File: config.mk
export PLATFORM = sky130hd
export DESIGN_NAME = rit_top
export DESIGN_NICKNAME = d
export VERILOG_FILES = /design/src/core/rit_pkg.sv /design/src/core/rit_top.sv /design/src/core/rit_tick_gen.sv
export VERILOG_INCLUDE_DIRS = /design/src /design/src/core
export SDC_FILE = /design/constraint.sdc
export NUM_CORES = 1
export LEC_CHECK = 0
export BUFFER_PORTS_ARGS = -buffer_cell sky130_fd_sc_hd__buf_2
export CAP_MARGIN = 20
export CORE_ASPECT_RATIO = 1.25
export CORE_MARGIN = 8
export CORE_UTILIZATION = 54
export CTS_CLUSTER_DIAMETER = 100
export DETAILED_ROUTE_END_ITERATION = 10
export HOLD_SLACK_MARGIN = 0.03
export MAX_ROUTING_LAYER = met4
export PLACE_DENSITY = 0.78
export REMOVE_ABC_BUFFERS = 1
export SLEW_MARGIN = 10
export SYNTH_ARGS = -nofsm -noshare
export SYNTH_HDL_FRONTEND = slang
export SYNTH_HIERARCHICAL = 1
export SYNTH_SLANG_ARGS = --single-unit
export TNS_END_PERCENT = 20
File: constraint.sdc
create_clock -name clock_i -period 2.2 [get_ports clock_i]
set_input_delay 0.44 -clock clock_i [delete_from_list [all_inputs] [get_ports clock_i]]
set_output_delay 0.44 -clock clock_i [all_outputs]
set_load 0.01 [all_outputs]
File: src/core/rit_defs.svh
`ifndef RIT_DEFS_SVH
`define RIT_DEFS_SVH

// ****************************************************************
// widths
// ****************************************************************
`define RIT_ADDR_W 8
`define RIT_DATA_W 8
`define RIT_CNT_W 16

// ****************************************************************
// register map
// ****************************************************************
`define RIT_ADDR_CONFIG 8'h93
`define RIT_ADDR_TGT_HIGH 8'h94
`define RIT_ADDR_TGT_LOW 8'h95
`define RIT_ADDR_STATUS 8'hAE

// ****************************************************************
// field positions
// ****************************************************************
`define RIT_BIT_RUN 0
`define RIT_BIT_AUTO 1
`define RIT_BIT_SRC 2
`define RIT_BIT_PRESCALE 3
`define RIT_BIT_DONE_FLAG 3

// ****************************************************************
// reset values and counts
// ****************************************************************
`define RIT_RESET_BYTE 8'h00
`define RIT_CNT_ZERO 16'h0000
`define RIT_CNT_ONE 17'h0_0001
`define RIT_PRESCALE_ONE 16'h0001
// last prescaler value: one step per 65536 timer clocks
`define RIT_PRESCALE_LAST 16'hFFFF

`endif

File: src/core/rit_pkg.sv
`include "rit_defs.svh"

package rit_pkg;

    typedef enum logic [0:0] {
        RIT_IDLE = 1'b0,
        RIT_RUN = 1'b1
    } rit_state_t;

    typedef struct packed {
        logic slow_prev;
        logic crystal_prev;
        logic [`RIT_CNT_W-1:0] prescale;
        logic step;
    } rit_tick_t;

    typedef struct packed {
        rit_state_t state;
        logic prescale_sel;
        logic src_sel;
        logic auto_sel;
        logic [`RIT_DATA_W-1:0] tgt_high;
        logic [`RIT_DATA_W-1:0] tgt_low;
        logic [`RIT_CNT_W-1:0] count;
        logic flag;
        logic done;
        logic [`RIT_DATA_W-1:0] rd_data;
    } rit_core_t;

endpackage

File: src/core/rit_top.sv
`timescale 1ns/1ps
`include "rit_defs.svh"

// Function
// RULE_01 - prescale bit: step per 65536 clocks
// RULE_02 - source bit selects crystal or slow RC
// RULE_03 - enable bit starts and stops counting
// RULE_04 - manual mode clears enable on completion
// RULE_05 - auto mode keeps enable, restarts from zero
// RULE_06 - writing enable one restarts count
// RULE_07 - high target write restarts running count
// RULE_08 - low target write restarts running count
// RULE_09 - completion sets flag; write clears it
// RULE_10 - complete when step count reaches target

module rit_top
    import rit_pkg::*;
(
    input wire logic clock_i,
    input wire logic rst_n_i,
    input wire logic [`RIT_ADDR_W-1:0] addr_i,
    input wire logic [`RIT_DATA_W-1:0] wr_data_i,
    input wire logic wr_i,
    input wire logic rd_i,
    input wire logic slow_internal_rc_clock_i,
    input wire logic crystal_clock_i,
    output logic [`RIT_DATA_W-1:0] rd_data_o,
    output logic interval_done_flag_o,
    output logic count_run_enable_o,
    output logic count_done_o
);

    rit_core_t core_reg;
    rit_core_t core_next;
    logic step;
    logic tick_clear;
    logic wr_cfg;
    logic wr_high;
    logic wr_low;
    logic wr_status;
    logic running;
    logic hit;
    logic done;
    logic [`RIT_CNT_W-1:0] target;
    logic [`RIT_CNT_W:0] count_plus;

    // ****************************************************************
    // helpers
    // ****************************************************************
    function automatic logic addr_write(input logic [`RIT_ADDR_W-1:0] addr,
                                        input logic [`RIT_ADDR_W-1:0] reg_addr,
                                        input logic strobe);
        addr_write = strobe && (addr == reg_addr);
    endfunction

    function automatic logic [`RIT_DATA_W-1:0] cfg_byte(input rit_core_t c);
        logic [`RIT_DATA_W-1:0] b;
        b = `RIT_RESET_BYTE;
        b[`RIT_BIT_RUN] = (c.state == RIT_RUN);
        b[`RIT_BIT_AUTO] = c.auto_sel;
        b[`RIT_BIT_SRC] = c.src_sel;
        b[`RIT_BIT_PRESCALE] = c.prescale_sel;
        cfg_byte = b;
    endfunction

    // ****************************************************************
    // step source
    // ****************************************************************
    rit_tick_gen u_tick (
        .clock_i(clock_i),
        .rst_n_i(rst_n_i),
        .slow_internal_rc_clock_i(slow_internal_rc_clock_i),
        .crystal_clock_i(crystal_clock_i),
        .source_clock_select_i(core_reg.src_sel),
        .step_prescale_select_i(core_reg.prescale_sel),
        .clear_i(tick_clear),
        .step_o(step)
    );

    // ****************************************************************
    // decode and compare
    // ****************************************************************
    always_comb begin
        wr_cfg = addr_write(addr_i, `RIT_ADDR_CONFIG, wr_i);
        wr_high = addr_write(addr_i, `RIT_ADDR_TGT_HIGH, wr_i);
        wr_low = addr_write(addr_i, `RIT_ADDR_TGT_LOW, wr_i);
        wr_status = addr_write(addr_i, `RIT_ADDR_STATUS, wr_i);
        running = (core_reg.state == RIT_RUN);
        target = {core_reg.tgt_high, core_reg.tgt_low};
        count_plus = {1'b0, core_reg.count} + `RIT_CNT_ONE;
        // a zero target completes on the first step
        hit = (count_plus[`RIT_CNT_W-1:0] == target) || (target == `RIT_CNT_ZERO); // [RULE_10]
        done = running && step && hit; // [RULE_10]
        // prescaler restarts with the count and is held at zero while stopped
        tick_clear = wr_cfg || ((wr_high || wr_low) && running) || !running;
    end

    // ****************************************************************
    // next state
    // ****************************************************************
    always_comb begin
        core_next = core_reg;
        core_next.done = done;
        core_next.rd_data = `RIT_RESET_BYTE;

        if (done) begin
            core_next.count = `RIT_CNT_ZERO; // [RULE_05]
            if (!core_reg.auto_sel) begin
                core_next.state = RIT_IDLE; // [RULE_04]
            end
        end else if (running && step) begin
            core_next.count = count_plus[`RIT_CNT_W-1:0]; // [RULE_10]
        end

        if (wr_high) begin
            core_next.tgt_high = wr_data_i;
            if (running) begin
                core_next.count = `RIT_CNT_ZERO; // [RULE_07]
            end
        end
        if (wr_low) begin
            core_next.tgt_low = wr_data_i;
            if (running) begin
                core_next.count = `RIT_CNT_ZERO; // [RULE_08]
            end
        end

        if (wr_cfg) begin
            core_next.prescale_sel = wr_data_i[`RIT_BIT_PRESCALE]; // [RULE_01]
            core_next.src_sel = wr_data_i[`RIT_BIT_SRC]; // [RULE_02]
            core_next.auto_sel = wr_data_i[`RIT_BIT_AUTO]; // [RULE_04]
            core_next.state = wr_data_i[`RIT_BIT_RUN] ? RIT_RUN : RIT_IDLE; // [RULE_03]
            core_next.count = `RIT_CNT_ZERO; // [RULE_06]
            core_next.flag = 1'b0; // [RULE_09]
        end
        if (wr_status && !wr_data_i[`RIT_BIT_DONE_FLAG]) begin
            core_next.flag = 1'b0; // [RULE_09]
        end
        // a completion in the clearing cycle still sets the flag
        if (done) begin
            core_next.flag = 1'b1; // [RULE_09]
        end

        if (rd_i) begin
            unique case (addr_i)
                `RIT_ADDR_CONFIG: begin
                    core_next.rd_data = cfg_byte(core_reg);
                end
                `RIT_ADDR_TGT_HIGH: begin
                    core_next.rd_data = core_reg.tgt_high;
                end
                `RIT_ADDR_TGT_LOW: begin
                    core_next.rd_data = core_reg.tgt_low;
                end
                `RIT_ADDR_STATUS: begin
                    core_next.rd_data[`RIT_BIT_DONE_FLAG] = core_reg.flag;
                end
                default: begin
                    core_next.rd_data = `RIT_RESET_BYTE;
                end
            endcase
        end
    end

    // ****************************************************************
    // state register
    // ****************************************************************
    always_ff @(posedge clock_i or negedge rst_n_i) begin
        if (!rst_n_i) begin
            core_reg <= '0;
        end else begin
            core_reg <= core_next;
        end
    end

    assign rd_data_o = core_reg.rd_data;
    assign interval_done_flag_o = core_reg.flag;
    assign count_run_enable_o = (core_reg.state == RIT_RUN);
    assign count_done_o = core_reg.done;

    // ****************************************************************
    // checks
    // ****************************************************************
    a_enable_starts: assert property (@(posedge clock_i) disable iff (!rst_n_i) // [RULE_03]
        (wr_cfg && wr_data_i[`RIT_BIT_RUN]) |=> count_run_enable_o)
        else $error("enable write did not start the timer");

    a_disable_stops: assert property (@(posedge clock_i) disable iff (!rst_n_i) // [RULE_03]
        (wr_cfg && !wr_data_i[`RIT_BIT_RUN]) |=> !count_run_enable_o ##1 !count_done_o)
        else $error("disable write did not stop the timer");

    a_stopped_holds: assert property (@(posedge clock_i) disable iff (!rst_n_i) // [RULE_03]
        (!count_run_enable_o && !wr_i) |=> $stable(core_reg.count) && !count_run_enable_o)
        else $error("count moved while stopped");

    a_manual_stop: assert property (@(posedge clock_i) disable iff (!rst_n_i) // [RULE_04]
        (done && !core_reg.auto_sel && !wr_cfg) |=> !count_run_enable_o && count_done_o)
        else $error("manual mode kept running after completion");

    a_auto_keep: assert property (@(posedge clock_i) disable iff (!rst_n_i) // [RULE_05]
        (done && core_reg.auto_sel && !wr_cfg)
        |=> count_run_enable_o && core_reg.count == `RIT_CNT_ZERO)
        else $error("auto mode did not restart from zero");

    a_enable_restart: assert property (@(posedge clock_i) disable iff (!rst_n_i) // [RULE_06]
        (wr_cfg && wr_data_i[`RIT_BIT_RUN] && running)
        |=> core_reg.count == `RIT_CNT_ZERO && !step)
        else $error("enable write did not restart the count");

    a_high_restart: assert property (@(posedge clock_i) disable iff (!rst_n_i) // [RULE_07]
        (wr_high && running)
        |=> core_reg.count == `RIT_CNT_ZERO && core_reg.tgt_high == $past(wr_data_i))
        else $error("high target write did not restart the count");

    a_low_restart: assert property (@(posedge clock_i) disable iff (!rst_n_i) // [RULE_08]
        (wr_low && running)
        |=> core_reg.count == `RIT_CNT_ZERO && core_reg.tgt_low == $past(wr_data_i))
        else $error("low target write did not restart the count");

    a_flag_set: assert property (@(posedge clock_i) disable iff (!rst_n_i) // [RULE_09]
        done |=> interval_done_flag_o && count_done_o)
        else $error("completion did not set the flag");

    a_flag_clear: assert property (@(posedge clock_i) disable iff (!rst_n_i) // [RULE_09]
        ((wr_cfg || (wr_status && !wr_data_i[`RIT_BIT_DONE_FLAG])) && !done)
        |=> !interval_done_flag_o)
        else $error("flag not cleared by software write");

    a_flag_sticky: assert property (@(posedge clock_i) disable iff (!rst_n_i) // [RULE_09]
        (interval_done_flag_o && !wr_cfg && !wr_status) |=> interval_done_flag_o)
        else $error("flag dropped without a clearing write");

    a_done_target: assert property (@(posedge clock_i) disable iff (!rst_n_i) // [RULE_10]
        count_done_o |-> $past(step) && $past(running)
        && ($past(count_plus[`RIT_CNT_W-1:0]) == $past(target)
        || $past(target) == `RIT_CNT_ZERO))
        else $error("completion not at the target count");

    a_count_steps: assert property (@(posedge clock_i) disable iff (!rst_n_i) // [RULE_10]
        (running && step && !hit && !wr_i)
        |=> core_reg.count == $past(count_plus[`RIT_CNT_W-1:0]))
        else $error("count did not advance on a step");

    a_read_timing: assert property (@(posedge clock_i) disable iff (!rst_n_i)
        (rd_i && addr_i == `RIT_ADDR_TGT_LOW && !wr_i)
        |=> rd_data_o == core_reg.tgt_low ##1 (rd_i || $past(rd_i) || rd_data_o == `RIT_RESET_BYTE))
        else $error("read data not presented in the following cycle");

    a_read_config: assert property (@(posedge clock_i) disable iff (!rst_n_i) // [RULE_03]
        (rd_i && addr_i == `RIT_ADDR_CONFIG)
        |=> rd_data_o[`RIT_BIT_RUN] == $past(running)
        && rd_data_o[`RIT_BIT_AUTO] == $past(core_reg.auto_sel)
        && rd_data_o[`RIT_BIT_SRC] == $past(core_reg.src_sel)
        && rd_data_o[`RIT_BIT_PRESCALE] == $past(core_reg.prescale_sel))
        else $error("config read does not show the control bits");

    a_read_reserved: assert property (@(posedge clock_i) disable iff (!rst_n_i) // [RULE_03]
        (rd_i && addr_i == `RIT_ADDR_CONFIG)
        |=> rd_data_o[`RIT_DATA_W-1:`RIT_BIT_PRESCALE+1] == '0)
        else $error("reserved config bits read as one");

    a_read_status: assert property (@(posedge clock_i) disable iff (!rst_n_i) // [RULE_09]
        (rd_i && addr_i == `RIT_ADDR_STATUS)
        |=> rd_data_o[`RIT_BIT_DONE_FLAG] == $past(interval_done_flag_o))
        else $error("status read does not show the completion flag");

    a_read_unmapped: assert property (@(posedge clock_i) disable iff (!rst_n_i)
        (rd_i && addr_i != `RIT_ADDR_CONFIG && addr_i != `RIT_ADDR_TGT_HIGH
        && addr_i != `RIT_ADDR_TGT_LOW && addr_i != `RIT_ADDR_STATUS)
        |=> rd_data_o == `RIT_RESET_BYTE)
        else $error("unmapped read returned data");

    a_read_idle: assert property (@(posedge clock_i) disable iff (!rst_n_i)
        !rd_i |=> rd_data_o == `RIT_RESET_BYTE)
        else $error("read data not cleared after the read cycle");

    a_high_hold: assert property (@(posedge clock_i) disable iff (!rst_n_i) // [RULE_07]
        !wr_high |=> $stable(core_reg.tgt_high))
        else $error("high target changed without a write");

    a_low_hold: assert property (@(posedge clock_i) disable iff (!rst_n_i) // [RULE_08]
        !wr_low |=> $stable(core_reg.tgt_low))
        else $error("low target changed without a write");

    a_config_hold: assert property (@(posedge clock_i) disable iff (!rst_n_i) // [RULE_04]
        !wr_cfg |=> $stable(core_reg.auto_sel) && $stable(core_reg.src_sel)
        && $stable(core_reg.prescale_sel))
        else $error("mode bits changed without a config write");

    a_run_holds: assert property (@(posedge clock_i) disable iff (!rst_n_i) // [RULE_05]
        (count_run_enable_o && !wr_cfg && !(done && !core_reg.auto_sel))
        |=> count_run_enable_o)
        else $error("timer stopped without a stop write or manual completion");

    a_target_restart: assert property (@(posedge clock_i) disable iff (!rst_n_i) // [RULE_07]
        ((wr_high || wr_low) && running) |=> !step)
        else $error("step survived a target write restart");

    a_stopped_no_step: assert property (@(posedge clock_i) disable iff (!rst_n_i) // [RULE_03]
        !running |=> !step)
        else $error("step produced while stopped");

    a_done_single: assert property (@(posedge clock_i) disable iff (!rst_n_i) // [RULE_10]
        count_done_o |=> !count_done_o)
        else $error("completion pulse longer than one cycle");

    a_flag_rise: assert property (@(posedge clock_i) disable iff (!rst_n_i) // [RULE_09]
        (!interval_done_flag_o && !done) |=> !interval_done_flag_o)
        else $error("flag set without a completion");

endmodule

File: src/core/rit_tick_gen.sv
`timescale 1ns/1ps
`include "rit_defs.svh"

module rit_tick_gen
    import rit_pkg::*;
(
    input wire logic clock_i,
    input wire logic rst_n_i,
    input wire logic slow_internal_rc_clock_i,
    input wire logic crystal_clock_i,
    input wire logic source_clock_select_i,
    input wire logic step_prescale_select_i,
    input wire logic clear_i,
    output logic step_o
);

    rit_tick_t state_reg;
    rit_tick_t state_next;
    logic tick;

    // ****************************************************************
    // source select, edge detect and prescale
    // ****************************************************************
    always_comb begin
        state_next = state_reg;
        state_next.slow_prev = slow_internal_rc_clock_i;
        state_next.crystal_prev = crystal_clock_i;
        if (source_clock_select_i) begin // [RULE_02]
            tick = crystal_clock_i & ~state_reg.crystal_prev;
        end else begin
            tick = slow_internal_rc_clock_i & ~state_reg.slow_prev;
        end
        state_next.step = 1'b0;
        if (clear_i || !step_prescale_select_i) begin
            state_next.prescale = `RIT_CNT_ZERO;
            state_next.step = tick & ~clear_i; // [RULE_01]
        end else if (tick) begin
            state_next.prescale = state_reg.prescale + `RIT_PRESCALE_ONE;
            state_next.step = (state_reg.prescale == `RIT_PRESCALE_LAST); // [RULE_01]
        end
    end

    always_ff @(posedge clock_i or negedge rst_n_i) begin
        if (!rst_n_i) begin
            state_reg <= '0;
        end else begin
            state_reg <= state_next;
        end
    end

    assign step_o = state_reg.step;

    // ****************************************************************
    // checks
    // ****************************************************************
    a_step_every_tick: assert property (@(posedge clock_i) disable iff (!rst_n_i) // [RULE_01]
        (!step_prescale_select_i && tick && !clear_i) |=> step_o)
        else $error("step missing for tick in single-clock mode");

    a_step_prescaled: assert property (@(posedge clock_i) disable iff (!rst_n_i) // [RULE_01]
        (step_prescale_select_i && !clear_i && state_reg.prescale != `RIT_PRESCALE_LAST)
        |=> !step_o)
        else $error("step before prescaler wrapped");

    a_source_ignored: assert property (@(posedge clock_i) disable iff (!rst_n_i) // [RULE_02]
        (!source_clock_select_i && !step_prescale_select_i && !clear_i
        && !(slow_internal_rc_clock_i && !state_reg.slow_prev)) |=> !step_o)
        else $error("step from unselected clock source");

endmodule

==> flow_summary.toml, run 1 <==
[outcome]
status = "complete, but fails checks"
violations = "setup timing"

[final_layout]
antenna_cells = 0
drive_gt1_share_pct = 39.3
multi_input_area_um2 = 2360
fill_cells = 503
fin_nets = 522
seq_area_um2 = 1630
syn2layout_area_growth_pct = 31.3
largest_reg_flops = 35
fin_util_pct = 73.1

[worst_setup_path]
critPathMaxFanout = 5
cpPeakStageDelay_ps = 440
cp_num_buf_inv = 2
path_delay_family = "compound AO/OA/AOI/OAI gates"
path_cells = "ha_4, xnor2_2, nand2_1, a221o_1, nor4_4, a41oi_4, buf_12, buf_12, o311ai_2, nand2_1"
crit_slowest_cell = "dfrtp_2"
r2r_slack_ps = -280
required_ps = 2420
cp.arrival_ps = 2700
crit_path_start_kind = "register"
cp-end-kind = "register"
path_class = "register to register"

[die]
rows = 34
start_util_pct = 55.7
io-pin-count = 33
die_h_um = 111
die_width_um = 91.9
design.die.area_um2 = 10200
core_area_um2 = 6980

[synthesis]
synth-edff-count = 0
synth_cell_types = 64
syn_avg_cell_area_um2 = 9.48
synthArstFlopShare_pct = 100
netlist_area_um2 = 3880
yosysWarnings = 6
synth_seq_cells = 65
synthFlopType = "dfrtp_1"
synthCells = 410
yosysSeqAreaShare_pct = 41.9

[global_routing]
grt_start_max_net_pins = 26
gr-total-overflow = 0
grt_pass1_wl_mm = 18.7
gr-usage-all-layers_pct = 23.7
antenna_found_initial = 0
grt_pass1_vias = 3805

[pwr]
p_leak_nw = 2.27
power_w = 0.00271
p_per_area_nw_per_um2 = 531
irDropWorstVdd_uv = 488

[cts]
cts_made_buffers = 9
clock_sinks = 65
cts_max_level = 3
clockBufferDepth = 2
cts_root_buffer = "clkbuf_8"
clk_pin_slew_ps = 70
cts_tree = "built"
insertion_delay_ps = 340

[route]
viasPerCell = 6.25
wl_mm = 11.7
vias = 3693
ant_nets = 0
drt-initial-drc-count = 272
wire_per_inst_um = 19.8
first_pass_iters = 5
drc_errors = 0

[timing]
timing.final.ws_setup_ps = -283
max_slew_margin_pct = 66.3
rsz0062_at_grt = "true"
skew_ps = 7.90
slew_viol_final = 0
tightestPinTransition_ps = 492
setup_viol = 19
fmax_mhz = 403
hold_viol_final = 0
period_share_pct = 113
period_needed_ps = 2480

[place]
gp_congestion = 0.949
dp_hpwl_mm = 8.01
io_buffer_count = 32

[hold_path]
hold_class = "input port to asynchronous set/reset pin"

[flow_run]
max_cap_viol_count = 0
[layer usage]
layer  wire, µm  share of wire [%]  vias up  GRT usage [%]
met2       6200                 53      144           40.9
met5          0                  0        -              -
met1       4430                 38     1829           24.7
met4        550                4.7        0           13.0
met3        529                4.5       42           4.27
li1           -                  -     1678              -
[cell usage after synthesis, drive strengths merged, types with 9 or more instances]
library cell  count  share of area, %
nand4            18               3.2
a21oi            15               1.9
mux2i             9               2.3
inv              11               1.1
clkbuf           11               1.1
mux2             20               5.8
o21ai            15               1.9
nand3            20               2.7
nand2            33               3.2
nor2b             9               1.4
xnor2            18               4.1
buf              17               3.1
a31oi            16               2.6
nor3             10               1.4
nor2             33               3.2
dfrtp            65                42
[final cells by class]
| type | instances | area share (%) |
|---|---|---|
| multi-input combinational | 306 | 46.2 |
| sequential | 65 | 32.0 |
| timing repair buffer | 105 | 15.5 |
| clock buffer | 11 | 2.97 |
| tap | 90 | 2.21 |
| inverter | 11 | 0.809 |
| clock inverter | 3 | 0.343 |
[power breakdown]
part	internal, W	switching, W	total, W
Combinational	0.000286	0.000270	0.000555
Clock	0.000454	0.000443	0.000897
Sequential	0.00122	0.0000373	0.00126
Total	0.00196	0.000750	0.00271
[layout by cell type, fill, tap and decap left out, types with 9 or more instances in the layout]
master     n
mux2_2    20
mux2i_1    9
dfrtp_1   59
inv_1     11
clkbuf_8  11
nand2_1   33
o21ai_0    9
buf_2     32
nand3_1   15
buf_4     63
nand4_1   16
a21oi_1   14
a31oi_1   14
nor2_1    31
xnor2_1   12
[stage by stage]
step,hold slack [ps],setup TNS (ps),setup WS [ps],cell area [µm²],std cells
2_1_floorplan,144,-8620,-427,3720,382
3_3_place_gp,447,-1340,-177,4460,565
3_5_place_dp,450,-2040,-186,4460,565
4_1_cts,75.6,-1900,-159,5020,592
5_1_grt,115,-4690,-351,5100,591
6_report,74.2,-3150,-283,5100,591
[final timing paths]
check / from / to / cells past startpoint
setup / recovery: core_reg[10]$_DFF_PN0_ / count_run_enable_o$_DFFE_PN0P_ / 10
hold / removal: rst_n_i / core_reg[25]$_DFF_PN0_ / 1
setup reg to reg: core_reg[10]$_DFF_PN0_ / count_run_enable_o$_DFFE_PN0P_ / 10
hold reg to reg: interval_done_flag_o$_DFFE_PN0P_ / interval_done_flag_o$_DFFE_PN0P_ / 1
max in group asynchronous: rst_n_i / core_reg[10]$_DFF_PN0_ / 2
min in group clock_i: slow_internal_rc_clock_i / u_tick/state_reg[18]$_DFF_PN0_ / 1
[logic make-up (layout without fill, tap and decap cells)]
family	Yosys count	count (layout)	synth area share [%]
fa+ha+maj	2	2	0.644
buf+inv	39	130	5.31
mux	29	29	8.12
flops	65	65	41.9
compound gates	79	79	13.7
xor+xnor	24	24	5.41
simple gates	172	172	25.0
[timing repair]
item / 4_1_cts / 5_1_grt
hold buffers: 0 / 0
pin swaps: 30 / 16
gates cloned: 3 / 0
gates resized for setup: 46 / 20
endpoints found under the setup margin: 19 / 19
buffers inserted: 11 / 1
Note: power is estimated with default switching activity, not from simulation.
==> run 2, diff against run 1 <==
Settings changed: ABC_AREA set to 1, CORE_UTILIZATION 54 to 55, PLACE_DENSITY 0.78 to 0.79.
==> run 2 against run 1 <==
Net effect:
- the flow now finishes without violations
- combinational power decreased by 65%
- sequential power hardly changed
- non-clock buffer count down 50
- via count up 14%
- critical path depth grew 7
- first-iteration DRC count increased by 8.1%
- synthesized area increased by 9.5%
- synthesized cell count rose by 44%
- cell area down 3.6%
- critical endpoint unchanged
- largest power group unchanged
- highest routed layer unchanged
==> flow_summary.toml, run 2 <==
[outcome]
status = "complete, no violations"

[cts]
cts_max_level = 3
clk_pin_slew_ps = 80
cts_tree = "built"
insertion_delay_ps = 360
cts_root_buffer = "clkbuf_8"
cts_made_buffers = 9
hold_buffers = 0
clockBufferDepth = 2
clock_sinks = 65

[route]
first_pass_iters = 5
wire_per_inst_um = 16.2
vias = 4213
wl_mm = 12.0
drc_errors = 0
drt-initial-drc-count = 294
ant_nets = 0
viasPerCell = 5.72

[worst_setup_path]
crit_slowest_cell = "dfrtp_2"
crit_path_start_kind = "register"
critPathMaxFanout = 5
crit_top_cell = "nand2_1"
cp-end-kind = "register"
path_delay_family = "simple AND/OR/NAND/NOR gates"
cp_num_buf_inv = 2
required_ps = 2440
cp.arrival_ps = 2420
path_cells = "ha_4, nand2_4, inv_4, nand2_4, nand2_2, nand2_1, nand2_1, inv_1, nand2_1, nor2_1, nand3_1, nor2_2, nand2_2, nand2_4, nand2_8, o21ai_2, nand2_1"
cpPeakStageDelay_ps = 460
path_class = "register to register"

[pwr]
irDropWorstVdd_uv = 357
power_w = 0.00250
p_leak_nw = 2.33
p_per_area_nw_per_um2 = 508

[synthesis]
synth-edff-count = 0
synth_cell_types = 40
synth_seq_cells = 65
synthFlopType = "dfrtp_1"
synth_area_leaders = "dfrtp_1 38%, nand2_1 14%, inv_1 6.4%, nand3_1 5.8%, nor2_1 4.7%"
yosysWarnings = 6
synth_top_area_cell = "dfrtp_1"
post-synth-top-count-cell = "nand2_1"
syn_avg_cell_area_um2 = 7.20
netlist_area_um2 = 4250
synthArstFlopShare_pct = 100
synth.top_cell.area_share_pct = 38.2
synthTopCellsByCount = "156 x nand2_1, 72 x inv_1, 65 x dfrtp_1, 53 x nor2_1, 49 x nand3_1"
synthCells = 591
yosysSeqAreaShare_pct = 38.2

[timing]
fmax_mhz = 459
max_slew_margin_pct = 50.5
hold_viol_final = 0
slew_viol_final = 0
period_needed_ps = 2180
tns_ps = 0
setup_viol = 0
rsz0062_at_grt = "true"
worst_hold_slack_ps = 61.1
skew_ps = 11.9
period_share_pct = 98.9
tightestPinTransition_ps = 742

[final_layout]
fill_cells = 654
multi_input_area_um2 = 2300
seq_area_um2 = 1630
antenna_cells = 0
syn2layout_area_growth_pct = 15.6
largest_reg_flops = 35
drive_gt1_share_pct = 22.3
mostFrequentLayoutCell = "nand2_1"
fin_nets = 661
final_cell_mix = "149 x nand2_1, 71 x inv_1, 62 x dfrtp_1"
layout.cells.non_filler = 737

[die]
io-pin-count = 33
die_width_um = 94.7
start_util_pct = 55.6
design.die.area_um2 = 10800
core_area_um2 = 7660
die_h_um = 114
rows = 36

[global_routing]
grt_pass1_vias = 4051
gr-usage-all-layers_pct = 23.0
grt_start_max_net_pins = 46
grt_pass1_wl_mm = 19.1
gr-total-overflow = 0
antenna_found_initial = 0

[place]
gp_congestion = 1.00
dp_hpwl_mm = 8.48
place_inst = 713
io_buffer_count = 32

[flow_run]
max_cap_viol_count = 0

[hold_path]
hold_class = "input port to asynchronous set/reset pin"
run 2: cell count changes after synthesis, moves of 8 or more:
cell / before / now
nor2_1: 33 / 53
xnor2_1: 18 / 1
nand2_1: 33 / 156
o21ai_0: 11 / 27
nand2_2: 0 / 19
nand3_1: 19 / 49
mux2_2: 20 / 0
a31oi_1: 16 / 5
nor2_2: 0 / 8
mux2i_1: 9 / 0
inv_1: 11 / 72
nor2b_1: 9 / 0
run 2: cells by family (layout without fill, tap and decap cells):
kind of cell,count (synthesis),count (layout),synth area share (%)
adder cells (fa/ha/maj),2,2,0.588
buffers and inverters,100,149,10.3
XOR/XNOR,5,5,1.35
flip-flops,65,65,38.2
AND/OR/NAND/NOR,336,338,37.7
AO/OA/AOI/OAI,83,83,11.9
run 2: layout make-up:
type                    instances  area share [%]
flip-flops and latches         65            33.2
inverters                      78            6.06
repair buffers                 55            7.61
well taps                      95            2.42
multi-input cells             428            46.8
clock inverters                 6            1.37
clock buffers                  10            2.60
run 2: where the power goes:
group	internal, W	switching (W)	total, W
combinational	0.0000694	0.000127	0.000197
clock	0.000527	0.000509	0.00104
sequential	0.00122	0.0000406	0.00126
run 2: metrics by stage:
stage / cell area (µm²) / util (%) / setup WS, ps
finish: 4920 / 64.2 / 23.7
CTS: 4780 / 62.4 / 24.9
global placement: 4550 / 59.5 / -20.4
floorplan: 4110 / - / 128
detailed placement: 4550 / 59.5 / -99.3
global route: 4920 / 64.2 / -77.2
run 2: per-layer routing:
| layer | global-route usage (%) | share of wire [%] |
|---|---|---|
| met4 | 9.71 | 3.3 |
| met1 | 25.7 | 39 |
| met2 | 38.8 | 51 |
| met3 | 4.53 | 5.8 |
| met5 | - | 0 |
run 2: repair_timing:
item                                    in CTS  in global routing
pin swaps                                    0                 15
buffers inserted                             0                  6
gates resized for setup                      4                 23
gates cloned                                 1                  1
endpoints found under the setup margin      14                 18
run 2: worst paths after layout:
kind	start	to	depth (start not counted)	slack [ps]
setup / recovery	core_reg[11]$_DFF_PN0_	count_run_enable_o$_DFFE_PN0P_	17	20
hold / removal	rst_n_i	core_reg[24]$_DFF_PN0_	1	60
setup reg to reg	core_reg[11]$_DFF_PN0_	count_run_enable_o$_DFFE_PN0P_	17	20
hold reg to reg	core_reg[44]$_DFFE_PN0P_	u_tick/step_o$_DFF_PN0_	1	530
max in group asynchronous	rst_n_i	core_reg[13]$_DFF_PN0_	2	1510
min in group clock_i	crystal_clock_i	u_tick/state_reg[17]$_DFF_PN0_	1	210
==> run 3, diff against run 2 <==
Settings changed: CORE_UTILIZATION 55 to 38, PLACE_DENSITY 0.79 to 0.59.
==> run 3 against run 2 <==
Net effect:
- register-to-register slack improved by 60 ps
- core utilization fell by 18 points
- non-clock buffer count fell by 1
- cell area rose by 3.4%
- critical path type unchanged
- critical endpoint unchanged
==> flow_summary.toml, run 3 (synthesis results as in run 2) <==
[route]
drc_errors = 0
wl_mm = 12.0
first_pass_iters = 5
wire_per_inst_um = 15.5
drt-initial-drc-count = 244
vias = 4093
viasPerCell = 5.29
ant_nets = 0

[final_layout]
mostFrequentLayoutCell = "nand2_1"
largest_reg_flops = 35
fin_util_pct = 46.1
drive_gt1_share_pct = 23.0
seq_area_um2 = 1630
final_cell_mix = "151 x nand2_1, 69 x inv_1, 61 x dfrtp_1"
fill_cells = 1097
syn2layout_area_growth_pct = 19.4
antenna_cells = 0
fin_nets = 660
multi_input_area_um2 = 2330

[pwr]
internal-power_w = 0.00219
power_switching_w = 0.000687
switching_share_pct = 23.9
p_seq_share_pct = 44.0
p_per_area_nw_per_um2 = 566
p_clk_share_pct = 48.9
irDropWorstVdd_uv = 312
p_leak_nw = 2.37
p_comb_share_pct = 7.0

[timing]
setup_viol = 0
tns_ps = 0
slew_viol_final = 0
tightestPinTransition_ps = 796
worst_hold_slack_ps = 125
period_share_pct = 96.4
fmax_mhz = 472
period_needed_ps = 2120
skew_ps = 7.00
rsz0062_at_grt = "true"
hold_viol_final = 0
timing.final.ws_setup_ps = 80.1
max_slew_margin_pct = 46.9

[worst_setup_path]
r2r_cells = 16
critPathMaxFanout = 7
cp-end-kind = "register"
cp.arrival_ps = 2330
required_ps = 2410
path_class = "register to register"
crit_path_start_kind = "register"

[global_routing]
grt_pass1_wl_mm = 19.6
antenna_found_initial = 0
grt_pass1_vias = 4098
gr-usage-all-layers_pct = 16.3
grt_start_max_net_pins = 66
gr-total-overflow = 0

[cts]
cts_max_level = 3
clock_sinks = 65
clk_pin_slew_ps = 50
hold_buffers = 0
cts_root_buffer = "clkbuf_16"
insertion_delay_ps = 320
cts_tree = "built"
clockBufferDepth = 2
cts_made_buffers = 9

[hold_path]
hold_class = "input port to asynchronous set/reset pin"

[die]
design.die.area_um2 = 14900
start_util_pct = 38.6
core_area_um2 = 11000
die_width_um = 111
rows = 43
io-pin-count = 33
die_h_um = 134

[place]
pre_cts_ws_ps = -78.8
dp_hpwl_mm = 8.54
io_buffer_count = 32
gp_congestion = 0.932

[flow_run]
max_cap_viol_count = 0

[outcome]
status = "complete, no violations"
[run 3: routing by layer]
metal	share of wire, %	track usage (%)
met1	43	18.7
met2	50	27.9
met3	4.0	2.23
met4	3.3	7.30
met5	0	-
[run 3: worst paths after layout]
path                                          start                              to  slack, ps
max                          core_reg[11]$_DFF_PN0_  count_run_enable_o$_DFFE_PN0P_         80
min                                         rst_n_i        core_reg[43]$_DFFE_PN0P_        130
max reg2reg                  core_reg[11]$_DFF_PN0_  count_run_enable_o$_DFFE_PN0P_         80
min reg2reg                core_reg[44]$_DFFE_PN0P_         u_tick/step_o$_DFF_PN0_        490
max in group asynchronous                   rst_n_i          core_reg[12]$_DFF_PN0_       1760
min in group clock_i                crystal_clock_i  u_tick/state_reg[17]$_DFF_PN0_        240
[run 3: metrics by stage]
stage               instance area [µm²]  std cells  total power (W)
global placement                   4620        755          0.00148
floorplan                          4110        569          0.00137
global route                       5080        774          0.00299
detailed placement                 4620        755          0.00148
finish                             5080        774          0.00288
CTS                                4920        769          0.00289
[run 3: critical path: stages, from the launching register on]
cell	delay (ps)
dfrtp_2	410
buf_6	120
nand2_4	50
nor2_4	250
nand2_2	120
nand2_2	100
nand2_2	50
nand2_1	50
nand2_1	60
nor2_2	80
nand3_2	70
nor2_2	110
nand2_2	80
nand2_4	150
nand2_8	90
o21ai_2	130
nand2_1	60
[run 3: power groups by stage]
stage,clock (W),sequential [W],combinational [W]
after global routing,0.00149,0.00127,0.000227
after floorplan,0,0.00127,0.000101
final,0.00141,0.00127,0.000202
after detailed placement,0,0.00129,0.000193
after global placement,0,0.00129,0.000190
after CTS,0.00143,0.00127,0.000195
[run 3: layout make-up]
| cell class | instances | area share (%) |
|---|---|---|
| Multi-Input combinational cell | 428 | 45.8 |
| Clock buffer | 11 | 4.78 |
| Clock inverter | 3 | 0.837 |
| Inverter | 78 | 5.76 |
| Sequential cell | 65 | 32.1 |
| Timing Repair Buffer | 54 | 7.36 |
| Tap cell | 135 | 3.32 |
[run 3: repair_timing]
action	in CTS	in global routing
buffers inserted	0	3
pin swaps	0	12
endpoints found under the setup margin	3	19
gates resized for setup	4	32
gates cloned	0	2
